[config.mk]
export PLATFORM = sky130hd
export DESIGN_NAME = ub_autobaud
export DESIGN_NICKNAME = d
export VERILOG_FILES = /design/src/hdl/ub_pkg.sv /design/src/hdl/ub_sync.sv /design/src/hdl/ub_prescale.sv /design/src/hdl/ub_autobaud.sv
export VERILOG_INCLUDE_DIRS = /design/src /design/src/hdl
export SDC_FILE = /design/constraint.sdc
export NUM_CORES = 1
export LEC_CHECK = 0
export BUFFER_PORTS_ARGS = -buffer_cell sky130_fd_sc_hd__clkbuf_2
export CAP_MARGIN = 5
export CORE_MARGIN = 4
export CORE_UTILIZATION = 48
export CTS_BUF_LIST = sky130_fd_sc_hd__clkbuf_2 sky130_fd_sc_hd__clkbuf_4 sky130_fd_sc_hd__clkbuf_8
export DETAILED_ROUTE_END_ITERATION = 16
export PLACE_DENSITY = 0.82
export SKIP_LAST_GASP = 1
export SLEW_MARGIN = 10
export SYNTH_ARGS = -nofsm -noshare
export SYNTH_HDL_FRONTEND = slang
export SYNTH_HIERARCHICAL = 1
export SYNTH_SLANG_ARGS = --single-unit
export TNS_END_PERCENT = 5
[constraint.sdc]
create_clock -name mclk -period 2.35 [get_ports mclk]
set_clock_uncertainty 0.1 [all_clocks]
set_input_delay 0.47 -clock mclk [delete_from_list [all_inputs] [get_ports mclk]]
set_output_delay 0.47 -clock mclk [all_outputs]
set_load 0.02 [all_outputs]
[src/hdl/ub_defs.svh]
// Purpose: offsets, field positions, reset values and counts of the
//          auto-baud and wake-on-break block
// Assumes: 32-bit word registers on an AHB-Lite slave
// Notes:   byte addresses, one aligned word each
`ifndef UB_DEFS_SVH
`define UB_DEFS_SVH

`define UB_OFF_BAUD      32'h0000_0000
`define UB_OFF_MODE      32'h0000_0004
`define UB_OFF_DIV       32'h0000_0008
`define UB_OFF_RX        32'h0000_000c

`define UB_BIT_MEAS_EN   0
`define UB_BIT_WAKE_EN   1
`define UB_BIT_WIDE      3
`define UB_BIT_IDLE      6
`define UB_BIT_OVF       7
`define UB_BIT_HISPD     0
`define UB_BIT_SYNC      1
`define UB_BIT_RXFLAG    8

`define UB_RST_DIV       16'h0000
`define UB_CNT_START     16'h0001
`define UB_CNT_MAX       16'hffff
`define UB_LAST_RISE     3'h4

`define UB_DIV_SLOW      10'h200
`define UB_DIV_MID       10'h080
`define UB_DIV_FAST      10'h020

`endif

[src/hdl/ub_pkg.sv]
// Purpose: types of the auto-baud and wake-on-break block
// Assumes: constants live in ub_defs.svh
// Notes:   one packed state struct per module
package ub_pkg;

	typedef enum logic [2:0] {
		UB_IDLE,
		UB_WAKE_ARM,
		UB_WAKE_BREAK,
		UB_MEAS_START,
		UB_MEAS_FIRST,
		UB_MEAS_COUNT
	} ub_state_t;

	typedef enum logic [1:0] {
		UB_REG_BAUD,
		UB_REG_MODE,
		UB_REG_DIV,
		UB_REG_RX
	} ub_reg_t;

	typedef struct packed {
		ub_state_t   state;
		logic        autobaud_enable;
		logic        wake_on_break_enable;
		logic        wide_divisor_select;
		logic        high_speed_select;
		logic        sync_mode;
		logic        autobaud_overflow_flag;
		logic        receive_interrupt_flag;
		logic [15:0] baud_divisor;
		logic [2:0]  rises;
		logic        wr_pend;
		ub_reg_t     wr_sel;
		logic [31:0] rdata;
	} ub_top_t;

	typedef struct packed {
		logic s1;
		logic s2;
		logic s3;
	} ub_sync_t;

	typedef struct packed {
		logic [9:0] cnt;
		logic       tick;
	} ub_pre_t;

endpackage

[src/hdl/ub_sync.sv]
// Purpose: two-flop synchroniser of the receive line with edge pulses
// Assumes: line idles high
// Notes:   s1 feeds only s2; edges come from s2 and s3
`timescale 1ns/1ps
module ub_sync (
	input  wire logic mclk,
	input  wire logic rstn,
	input  wire logic ce,
	input  wire logic din,
	output logic      level,
	output logic      rise,
	output logic      fall
);
	ub_pkg::ub_sync_t r;
	ub_pkg::ub_sync_t next_r;

	always_comb begin
		next_r    = r;
		next_r.s1 = din;
		next_r.s2 = r.s1;
		next_r.s3 = r.s2;
	end

	always_ff @(posedge mclk or negedge rstn) begin
		if (!rstn) begin
			r <= '{s1: 1'b1, s2: 1'b1, s3: 1'b1};
		end else if (ce) begin
			r <= next_r;
		end
	end

	assign level = r.s2;
	assign rise  = r.s2 & ~r.s3;
	assign fall  = ~r.s2 & r.s3;
endmodule

[src/hdl/ub_prescale.sv]
// Purpose: measuring clock strobe at mclk/512, /128 or /32
// Assumes: restart realigns the phase to the first rising edge
// Notes:   tick is a one-cycle registered strobe
`timescale 1ns/1ps
`include "ub_defs.svh"
module ub_prescale (
	input  wire logic       mclk,
	input  wire logic       rstn,
	input  wire logic       ce,
	input  wire logic       restart,
	input  wire logic [1:0] sel,
	output logic            tick
);
	ub_pkg::ub_pre_t r;
	ub_pkg::ub_pre_t next_r;

	// both selects low: slowest, one set: middle, both set: fastest
	function automatic logic [9:0] last_count(input logic [1:0] s);
		case (s)
			2'h0:    last_count = `UB_DIV_SLOW - 10'h001;
			2'h3:    last_count = `UB_DIV_FAST - 10'h001;
			default: last_count = `UB_DIV_MID - 10'h001;
		endcase
	endfunction

	always_comb begin
		next_r      = r;
		next_r.tick = 1'b0;
		if (restart) begin
			next_r.cnt = 10'h000;
		end else if (r.cnt == last_count(sel)) begin
			next_r.cnt  = 10'h000;
			next_r.tick = 1'b1;
		end else begin
			next_r.cnt = r.cnt + 10'h001;
		end
	end

	always_ff @(posedge mclk or negedge rstn) begin
		if (!rstn) begin
			r <= '{cnt: 10'h000, tick: 1'b0};
		end else if (ce) begin
			r <= next_r;
		end
	end

	assign tick = r.tick;
endmodule

[src/hdl/ub_autobaud.sv]
// Purpose: auto-baud measurement and wake-on-break for a serial receiver
// Assumes: AHB-Lite single word transfers; receiver logic on mclk
// Notes:   registers: baud control, mode, divisor, receive data
`timescale 1ns/1ps
`include "ub_defs.svh"
module ub_autobaud (
	input  wire logic        mclk,
	input  wire logic        rstn,
	input  wire logic        ce,
	input  wire logic        hsel,
	input  wire logic [31:0] haddr,
	input  wire logic [1:0]  htrans,
	input  wire logic        hwrite,
	input  wire logic [2:0]  hsize,
	input  wire logic [31:0] hwdata,
	input  wire logic        hready,
	output logic             hreadyout,
	output logic             hresp,
	output logic [31:0]      hrdata,
	input  wire logic        receive_line_pin,
	input  wire logic        rx_busy,
	input  wire logic        rx_char_done,
	input  wire logic [7:0]  rx_data,
	output logic             rx_hold_idle,
	output logic             receive_interrupt_flag,
	output logic             autobaud_measure
);
	ub_pkg::ub_top_t r;
	ub_pkg::ub_top_t next_r;

	logic line_level;
	logic line_rise;
	logic line_fall;
	logic tick;
	logic restart;
	logic addr_ok;
	logic wr_baud;
	logic meas_on;
	logic wake_on;

	ub_sync u_sync (
		.mclk  (mclk),
		.rstn  (rstn),
		.ce    (ce),
		.din   (receive_line_pin),
		.level (line_level),
		.rise  (line_rise),
		.fall  (line_fall)
	);

	// measuring strobe phase starts with the first rise
	assign restart = (r.state == ub_pkg::UB_MEAS_FIRST) & line_rise;

	ub_prescale u_pre (
		.mclk    (mclk),
		.rstn    (rstn),
		.ce      (ce),
		.restart (restart),
		.sel     ({r.wide_divisor_select, r.high_speed_select}),
		.tick    (tick)
	);

	assign addr_ok = hsel & hready & htrans[1];
	assign wr_baud = r.wr_pend & (r.wr_sel == ub_pkg::UB_REG_BAUD);

	always_comb begin
		next_r = r;
		meas_on = 1'b0;
		wake_on = 1'b0;
		// data phase of a write
		if (r.wr_pend) begin
			next_r.wr_pend = 1'b0;
			if (r.wr_sel == ub_pkg::UB_REG_BAUD) begin
				next_r.autobaud_enable = hwdata[`UB_BIT_MEAS_EN];
				next_r.wake_on_break_enable =
					hwdata[`UB_BIT_WAKE_EN] & ~r.sync_mode;
				next_r.wide_divisor_select = hwdata[`UB_BIT_WIDE];
				// clear only once enable already reads zero
				if (!hwdata[`UB_BIT_OVF] && !r.autobaud_enable) begin
					next_r.autobaud_overflow_flag = 1'b0;
				end
			end else if (r.wr_sel == ub_pkg::UB_REG_MODE) begin
				next_r.high_speed_select = hwdata[`UB_BIT_HISPD];
				next_r.sync_mode = hwdata[`UB_BIT_SYNC];
				if (hwdata[`UB_BIT_SYNC]) begin
					next_r.wake_on_break_enable = 1'b0;
				end
			end else if (r.wr_sel == ub_pkg::UB_REG_DIV) begin
				// the counter owns the divisor while measuring
				if (r.state != ub_pkg::UB_MEAS_COUNT) begin
					next_r.baud_divisor = hwdata[15:0];
				end
			end
		end
		// address phase: decode, capture read data
		if (addr_ok) begin
			next_r.rdata = 32'h0000_0000;
			if (haddr == `UB_OFF_BAUD) begin
				next_r.wr_sel = ub_pkg::UB_REG_BAUD;
				next_r.rdata[`UB_BIT_MEAS_EN] = r.autobaud_enable;
				next_r.rdata[`UB_BIT_WAKE_EN] = r.wake_on_break_enable;
				next_r.rdata[`UB_BIT_WIDE] = r.wide_divisor_select;
				next_r.rdata[`UB_BIT_IDLE] = ~rx_busy;
				next_r.rdata[`UB_BIT_OVF] = r.autobaud_overflow_flag;
			end else if (haddr == `UB_OFF_MODE) begin
				next_r.wr_sel = ub_pkg::UB_REG_MODE;
				next_r.rdata[`UB_BIT_HISPD] = r.high_speed_select;
				next_r.rdata[`UB_BIT_SYNC] = r.sync_mode;
			end else if (haddr == `UB_OFF_DIV) begin
				next_r.wr_sel = ub_pkg::UB_REG_DIV;
				next_r.rdata[15:0] = r.baud_divisor;
			end else if (haddr == `UB_OFF_RX) begin
				next_r.wr_sel = ub_pkg::UB_REG_RX;
				next_r.rdata[7:0] = rx_data;
				next_r.rdata[`UB_BIT_RXFLAG] = r.receive_interrupt_flag;
				if (!hwrite) begin
					next_r.receive_interrupt_flag = 1'b0;
				end
			end
			// unmapped words read zero and ignore writes
			next_r.wr_pend = hwrite & (haddr == `UB_OFF_BAUD
				|| haddr == `UB_OFF_MODE || haddr == `UB_OFF_DIV);
		end
		// receiver's own characters raise the flag, set beats clear
		if (rx_char_done) begin
			next_r.receive_interrupt_flag = 1'b1;
		end
		case (r.state)
			ub_pkg::UB_IDLE: begin
				if (next_r.wake_on_break_enable) begin
					next_r.state = ub_pkg::UB_WAKE_ARM;
				end else if (next_r.autobaud_enable) begin
					next_r.state = ub_pkg::UB_MEAS_START;
				end
			end
			ub_pkg::UB_WAKE_ARM: begin
				wake_on = 1'b1;
				if (!next_r.wake_on_break_enable) begin
					next_r.state = ub_pkg::UB_IDLE;
				end else if (line_fall) begin
					// any falling edge counts, even a data start bit
					next_r.receive_interrupt_flag = 1'b1;
					next_r.state = ub_pkg::UB_WAKE_BREAK;
				end
			end
			ub_pkg::UB_WAKE_BREAK: begin
				wake_on = 1'b1;
				if (!next_r.wake_on_break_enable) begin
					next_r.state = ub_pkg::UB_IDLE;
				end else if (line_rise) begin
					next_r.wake_on_break_enable = 1'b0;
					if (next_r.autobaud_enable) begin
						next_r.state = ub_pkg::UB_MEAS_START;
					end else begin
						next_r.state = ub_pkg::UB_IDLE;
					end
				end
			end
			ub_pkg::UB_MEAS_START: begin
				meas_on = 1'b1;
				if (!next_r.autobaud_enable) begin
					next_r.state = ub_pkg::UB_IDLE;
				end else if (line_fall) begin
					next_r.state = ub_pkg::UB_MEAS_FIRST;
				end
			end
			ub_pkg::UB_MEAS_FIRST: begin
				meas_on = 1'b1;
				if (!next_r.autobaud_enable) begin
					next_r.state = ub_pkg::UB_IDLE;
				end else if (line_rise) begin
					next_r.baud_divisor = `UB_CNT_START;
					next_r.rises = 3'h1;
					next_r.state = ub_pkg::UB_MEAS_COUNT;
				end
			end
			ub_pkg::UB_MEAS_COUNT: begin
				meas_on = 1'b1;
				if (!next_r.autobaud_enable) begin
					next_r.state = ub_pkg::UB_IDLE;
				end else begin
					// one tick per 512, 128 or 32 mclk cycles, wraps on overflow
					if (tick) begin
						next_r.baud_divisor =
							r.baud_divisor + 16'h0001;
						if (r.baud_divisor == `UB_CNT_MAX) begin
							next_r.autobaud_overflow_flag = 1'b1;
						end
					end
					if (line_rise) begin
						if (r.rises == `UB_LAST_RISE) begin
							next_r.autobaud_enable = 1'b0;
							next_r.receive_interrupt_flag = 1'b1;
							next_r.state = ub_pkg::UB_IDLE;
						end else begin
							next_r.rises = r.rises + 3'h1;
						end
					end
				end
			end
			default: begin
				next_r.state = ub_pkg::UB_IDLE;
			end
		endcase
	end

	always_ff @(posedge mclk or negedge rstn) begin
		if (!rstn) begin
			r <= '{state: ub_pkg::UB_IDLE,
			       baud_divisor: `UB_RST_DIV,
			       rises: 3'h0,
			       wr_sel: ub_pkg::UB_REG_BAUD,
			       rdata: 32'h0000_0000,
			       default: 1'b0};
		end else if (ce) begin
			r <= next_r;
		end
	end

	// a frozen block stalls the bus instead of losing a transfer
	assign hreadyout = ce;
	assign hresp = 1'b0;
	assign hrdata = r.rdata;
	// receiver stays idle while measuring or armed for wake
	assign rx_hold_idle = meas_on | wake_on | r.autobaud_enable
		| r.wake_on_break_enable;
	assign receive_interrupt_flag = r.receive_interrupt_flag;
	assign autobaud_measure = (r.state == ub_pkg::UB_MEAS_COUNT);
endmodule

### After elaboration in Yosys (flattened, before gate mapping)

Index checks and enable logic that the tools add are counted.

* $add $sub $neg: 3
* eq/ne operators: 27
* mux-type cells: 81
* bitwise gates (word level): 15
* reductions and logical operators: 19

Operators with widths (count)
* 16-bit 2-to-1 mux: 6
* 32-bit by 4-bit equality test with 1-bit output (second input constant): 2
* 3-bit 2-to-1 mux: 13
* 19-bit 2-to-1 mux: 2
* 19-bit case mux with 2 select lines: 1
* 35-bit 2-to-1 mux: 1
* 32-bit by 3-bit equality test with 1-bit output (second input constant): 1
* 32-bit zero test: 1
* 1-bit 2-to-1 mux: 32
* 10-bit 2-to-1 mux: 3
* 2-bit 2-to-1 mux: 11
* 21-bit 2-to-1 mux: 1
* 3-bit inequality test (second input constant): 7
* 9-bit 2-to-1 mux: 2
* 3-bit case mux with 6 select lines: 1
* 9-bit case mux with 2 select lines: 1
* 16-bit by 1-bit adder with 16-bit output (second input constant): 1
* 16-bit equality test (second input constant): 1
* 14-bit 2-to-1 mux: 1
* 10-bit by 1-bit adder with 10-bit output (second input constant): 1
* 10-bit equality test: 1
* 3-bit equality test (second input constant): 3
* 4-bit 2-to-1 mux: 2
* 8-bit 2-to-1 mux: 1
* other kinds (28): 49

* flip-flop bits (word level): 62
* logic and storage cells: 163
* bits of input ports: 86
* output and inout port bits: 37

### Depth between registers and ports, before layout

* depth in word-level cells: 11
* mapped depth: 9
* depth with buffers taken out: 8

### Modules after synthesis

The synthesis kept the hierarchy.

By module, submodules not included
* ub_autobaud: instances 1, area an instance 3186.8 µm², cells an instance 356, sequential area each 1201.2 µm²
* ub_prescale: instances 1, area an instance 681.9 µm², cells an instance 70, sequential area each 275.3 µm²
* ub_sync: instances 1, area an instance 125.1 µm², cells an instance 8, sequential area each 78.8 µm²

### Least setup slack after synthesis

OpenSTA, ideal clock, no wires.

* path kind: reg-to-reg
* start: register r[33] (netlist name)
* end: register r[61] (netlist name)
* library setup time: 0.125 ns
* required time: 2.125 ns
* buffers on the path: 1
* setup slack: 0.057 ns
* period minus slack after synthesis: 2.293 ns
* stages on the path, launching flop included: 8
* arrival: 2.068 ns
* path through: dfrtp_1 -> nor3b_4 -> mux2i_1 -> buf_6 -> nor3_1 -> a221o_1 -> a311o_1 -> mux2_4

* cells in the longest elaborated chain, start to end: 7
* elaborated cells on any way between the ends: 23
* those cells by class: eq/ne: 8; mux: 13; reduce/logical: 2

Ends and longest elaborated chain
* start, declared: line ub_autobaud.sv:28 `ub_pkg::ub_top_t r;`
* start signal, assigned: line ub_autobaud.sv:209 `r <= '{state: ub_pkg::UB_IDLE,`
* start signal, assigned: line ub_autobaud.sv:216 `r <= next_r;`
* 2-bit zero test: line ub_autobaud.sv:73 `if (r.wr_sel == ub_pkg::UB_REG_BAUD) begin`
* 1-bit 2-to-1 mux: line ub_autobaud.sv:73
* 6-bit 2-to-1 mux (*): line ub_autobaud.sv:71 `if (r.wr_pend) begin`
* 2-bit 2-to-1 mux: line ub_autobaud.sv:152 `if (next_r.autobaud_enable) begin`
* 3-bit 2-to-1 mux: line ub_autobaud.sv:150 `end else if (line_rise) begin`
* 3-bit 2-to-1 mux: line ub_autobaud.sv:148 `if (!next_r.wake_on_break_enable) begin`
* 3-bit case mux with 6 select lines: line ub_autobaud.sv:128 `case (r.state)`

Mark *: on every way between the ends. The rest lies on a longest branch, timed or not. The select of a mux whose other input is x is not followed.
A chain may end at the register's enable or synchronous reset.

### Worst setup path after layout

Same ends and word-level chain as after synthesis.

==> results.md <==
* Commonest non-fill, non-tap cell in the layout: clkbuf_2
* Number of global-route vias before repair at 3,567
* Max-slew headroom at between 60 and 70%
* Delay of the slowest critical-path stage at 0.45 ns
* Global-route wire length before repair at 17.1 mm
* Std-Cell Core Area at 8130 um2
* Max H-tree Level at 3
* Vias/cell at 5.91
* Async set-reset flop share out of synthesis at 100%
* Die outline height at 99.2 um
* Placed insts at about 600
* Number of antenna violations at the first check in global routing at 0
* Critical-path cell with the highest stage delay: dfrtp_2
* Slew at the pin closest to its max-slew limit at 0.530 ns
* Worst path bufs/invs at 1
* Clock Tree Root: clkbuf_8
* Critical path class: flip-flop to flip-flop
* Worst r2r path cells at 7
* Routed Wire Length at about 11 mm
* Starting utilization of the core area at 49.1%
* Average wire per cell in the routed design at 16.7 um
* Fraction of layout cells with a size suffix above 1 at 32.3%
* Run status: finished with violations
* Num CTS Buffers at 9
* Total Power at 3.20 mW
* Horiz. Die Dim at 99.2 um
* Final design utilization at 58.5%
* Post-Syn Area per Cell at 9.20 um2
* Number of warnings printed during yosys synthesis at 6
* Worst vdd rail ir drop at 0.289 mV
* Violations in the final reports: setup timing
* Dpl cell area at between 4000 and 5000 um2
* Post-route clock period utilization at 101%
* Drt initial violations at 316
* Top library cells by usage in the layout, fill and taps aside: clkbuf_2, dfrtp_1, nand2_1
* Final HPWL DP at 7.99 mm
* Post-route cell area at 4760 um2
* Largest net degree at the start of global routing at 63
* # DRC at 0
* Crit path max fanout at 7
* Cts hold-fix bufs at 0
* CTS tree: done
* Number of buffers on the longest clock path at 2
* Standard-cell rows at 33
* Synth-to-layout area growth at 19.1%
* Non-filler cells, final at approximately 640
* Min-Delay Path Class: input port to asynchronous set/reset pin
* Total count of hold-check failures in the final report at 0
* Fin nets at 618
* Sum of overflow across all layers after global routing at 0
* Worst Hold Margin at roughly 0.03 ns
* Worst path arrival time at 2.51 ns
* Min Tclk post-route at 2.38 ns
* Ports at 123
* Power per cell area at 673 nW/um2
* R2R Path Start: r[33]
* DR vias at 3,770
* Fmax at 0.420 GHz
* Launching element type of the critical path: flip-flop
* Gate Count Post-Synth at 434
* Number of nets still failing antenna checks after routing at 0
* Final max-slew violation count at 0
* FF-to-FF End: r[61]
* TNS Setup at -0.0305 ns
* CP delay by family, top: compound AO/OA/AOI/OAI gates
* Setup slack of the critical path after layout at -0.0305 ns
* Clock-pin transition on the worst setup and hold timing paths at 0.07 ns
* Leakage at 2.21 nW
* Primary flip-flop cell chosen by synthesis mapping: dfrtp_1
* Clock latency on the worst-skew pair at around 0.34 ns
* Data required, critical path at 2.48 ns
* Detailed Routing Iterations Pass 1 at 5
* Total GRT Usage at 21.3%
* Number of port buffers at 85
* Post-synthesis register bit count at 62
* Worst setup EP type: flip-flop
* Max Cap Viol at 0
* RD Place Congestion at roughly 0.9
* CTS Sinks at 62
* Yosys cell types at 68
* Synthesized area at 3990 um2
* Antenna Diode Count at 0
* Final setup vio count at 1
* Cell-by-cell listing of the critical path: nor3b_4, mux2i_1, buf_4, nor2_2, a221o_1, a311o_1, mux2_4
* Setup slack, reg-to-reg at -0.03 ns
* RSZ-0062 raised after global routing: yes
* Pre-CTS setup slack at -0.0201 ns
* Number of enable-type register cells in the synthesized netlist at 0
* Die area at 9840 um2
* Share of the yosys chip area belonging to registers at 38.9%
[power by group]
group / total [mW] / switching (mW) / internal (mW)
clock network: 0.945 / 0.455 / 0.490
logic: 0.920 / 0.504 / 0.416
registers: 1.34 / 0.146 / 1.19
[synthesized netlist by cell type (4+ instances only)]
master	instances	share of area, %
inv_1	16	1.5
nand2b_1	4	0.63
nand4_1	10	1.6
a31oi_1	7	1.1
nor2b_1	10	1.6
mux2i_1	9	2.3
buf_4	34	6.4
nand3_1	25	3.1
a21o_1	6	1.1
clkbuf_1	14	1.3
a21oi_1	11	1.4
nor3_1	11	1.4
dfrtp_1	59	37
ha_1	4	1.3
nor4_1	8	1.3
mux2_2	10	2.8
nand2_1	40	3.8
nor2_1	18	1.7
o21ai_0	37	4.6
a22o_1	16	3.5
o22ai_1	5	0.78
[area by class of cell]
class	instances	area, um2
Timing Repair Buffer	119	693
Clock buffer	9	124
Inverter	20	75.1
Fill cell	706	3380
Clock inverter	7	75.1
Sequential cell	62	1560
Multi-Input combinational cell	316	2100
Tap cell	105	131
[routing by layer]
| layer | share of wire [%] | track usage [%] | vias to the layer above |
|---|---|---|---|
| met1 | 39 | 27.4 | 1788 |
| met5 | 0 | 0 | - |
| li1 | - | - | 1753 |
| met3 | 10 | 4.56 | 15 |
| met4 | 1.4 | 7.67 | 0 |
| met2 | 49 | 35.6 | 214 |
[how the worst max path moves through the flow]
stage                      from    end  cells past startpoint
after floorplan           r[33]  r[61]                      7
after global placement    r[33]  r[61]                      7
after detailed placement  r[33]  r[48]                      8
after CTS                 r[33]  r[61]                      7
after global routing      r[34]  r[61]                      7
final                     r[33]  r[61]                      7
[registers in the layout, summed over array words and instances (netlist names)]
register,flops
hrdata,16
r,31
receive_interrupt_flag,1
u_pre/r,10
u_pre/tick,1
u_sync/level,1
u_sync/next_r,1
u_sync/r,1
[worst register-to-register path, cell delays in order, from the launching register on]
cell     delay [ns]
dfrtp_2        0.45
nor3b_4        0.23
mux2i_1        0.21
buf_4          0.18
nor2_2         0.05
a221o_1        0.33
a311o_1        0.41
mux2_4         0.32
[cell families (layout without fill, tap and decap cells)]
| logic type | Yosys count | in the layout | synth area share, % |
|---|---|---|---|
| buf+inv | 72 | 155 | 10.2 |
| compound gates | 114 | 114 | 20.2 |
| fa+ha+maj | 4 | 4 | 1.25 |
| xor+xnor | 2 | 2 | 0.439 |
| simple gates | 155 | 155 | 21.6 |
| other cells | 1 | 17 | 0.0939 |
| mux | 24 | 24 | 7.33 |
| flops | 62 | 62 | 38.9 |
[what timing repair did]
| item | CTS | global route |
|---|---|---|
| endpoints found under the setup margin | 3 | 12 |
| setup buffers | 2 | 4 |
| gates resized for setup | 0 | 4 |
| pin swaps | 1 | 3 |
(Power assumes the default switching activity.)
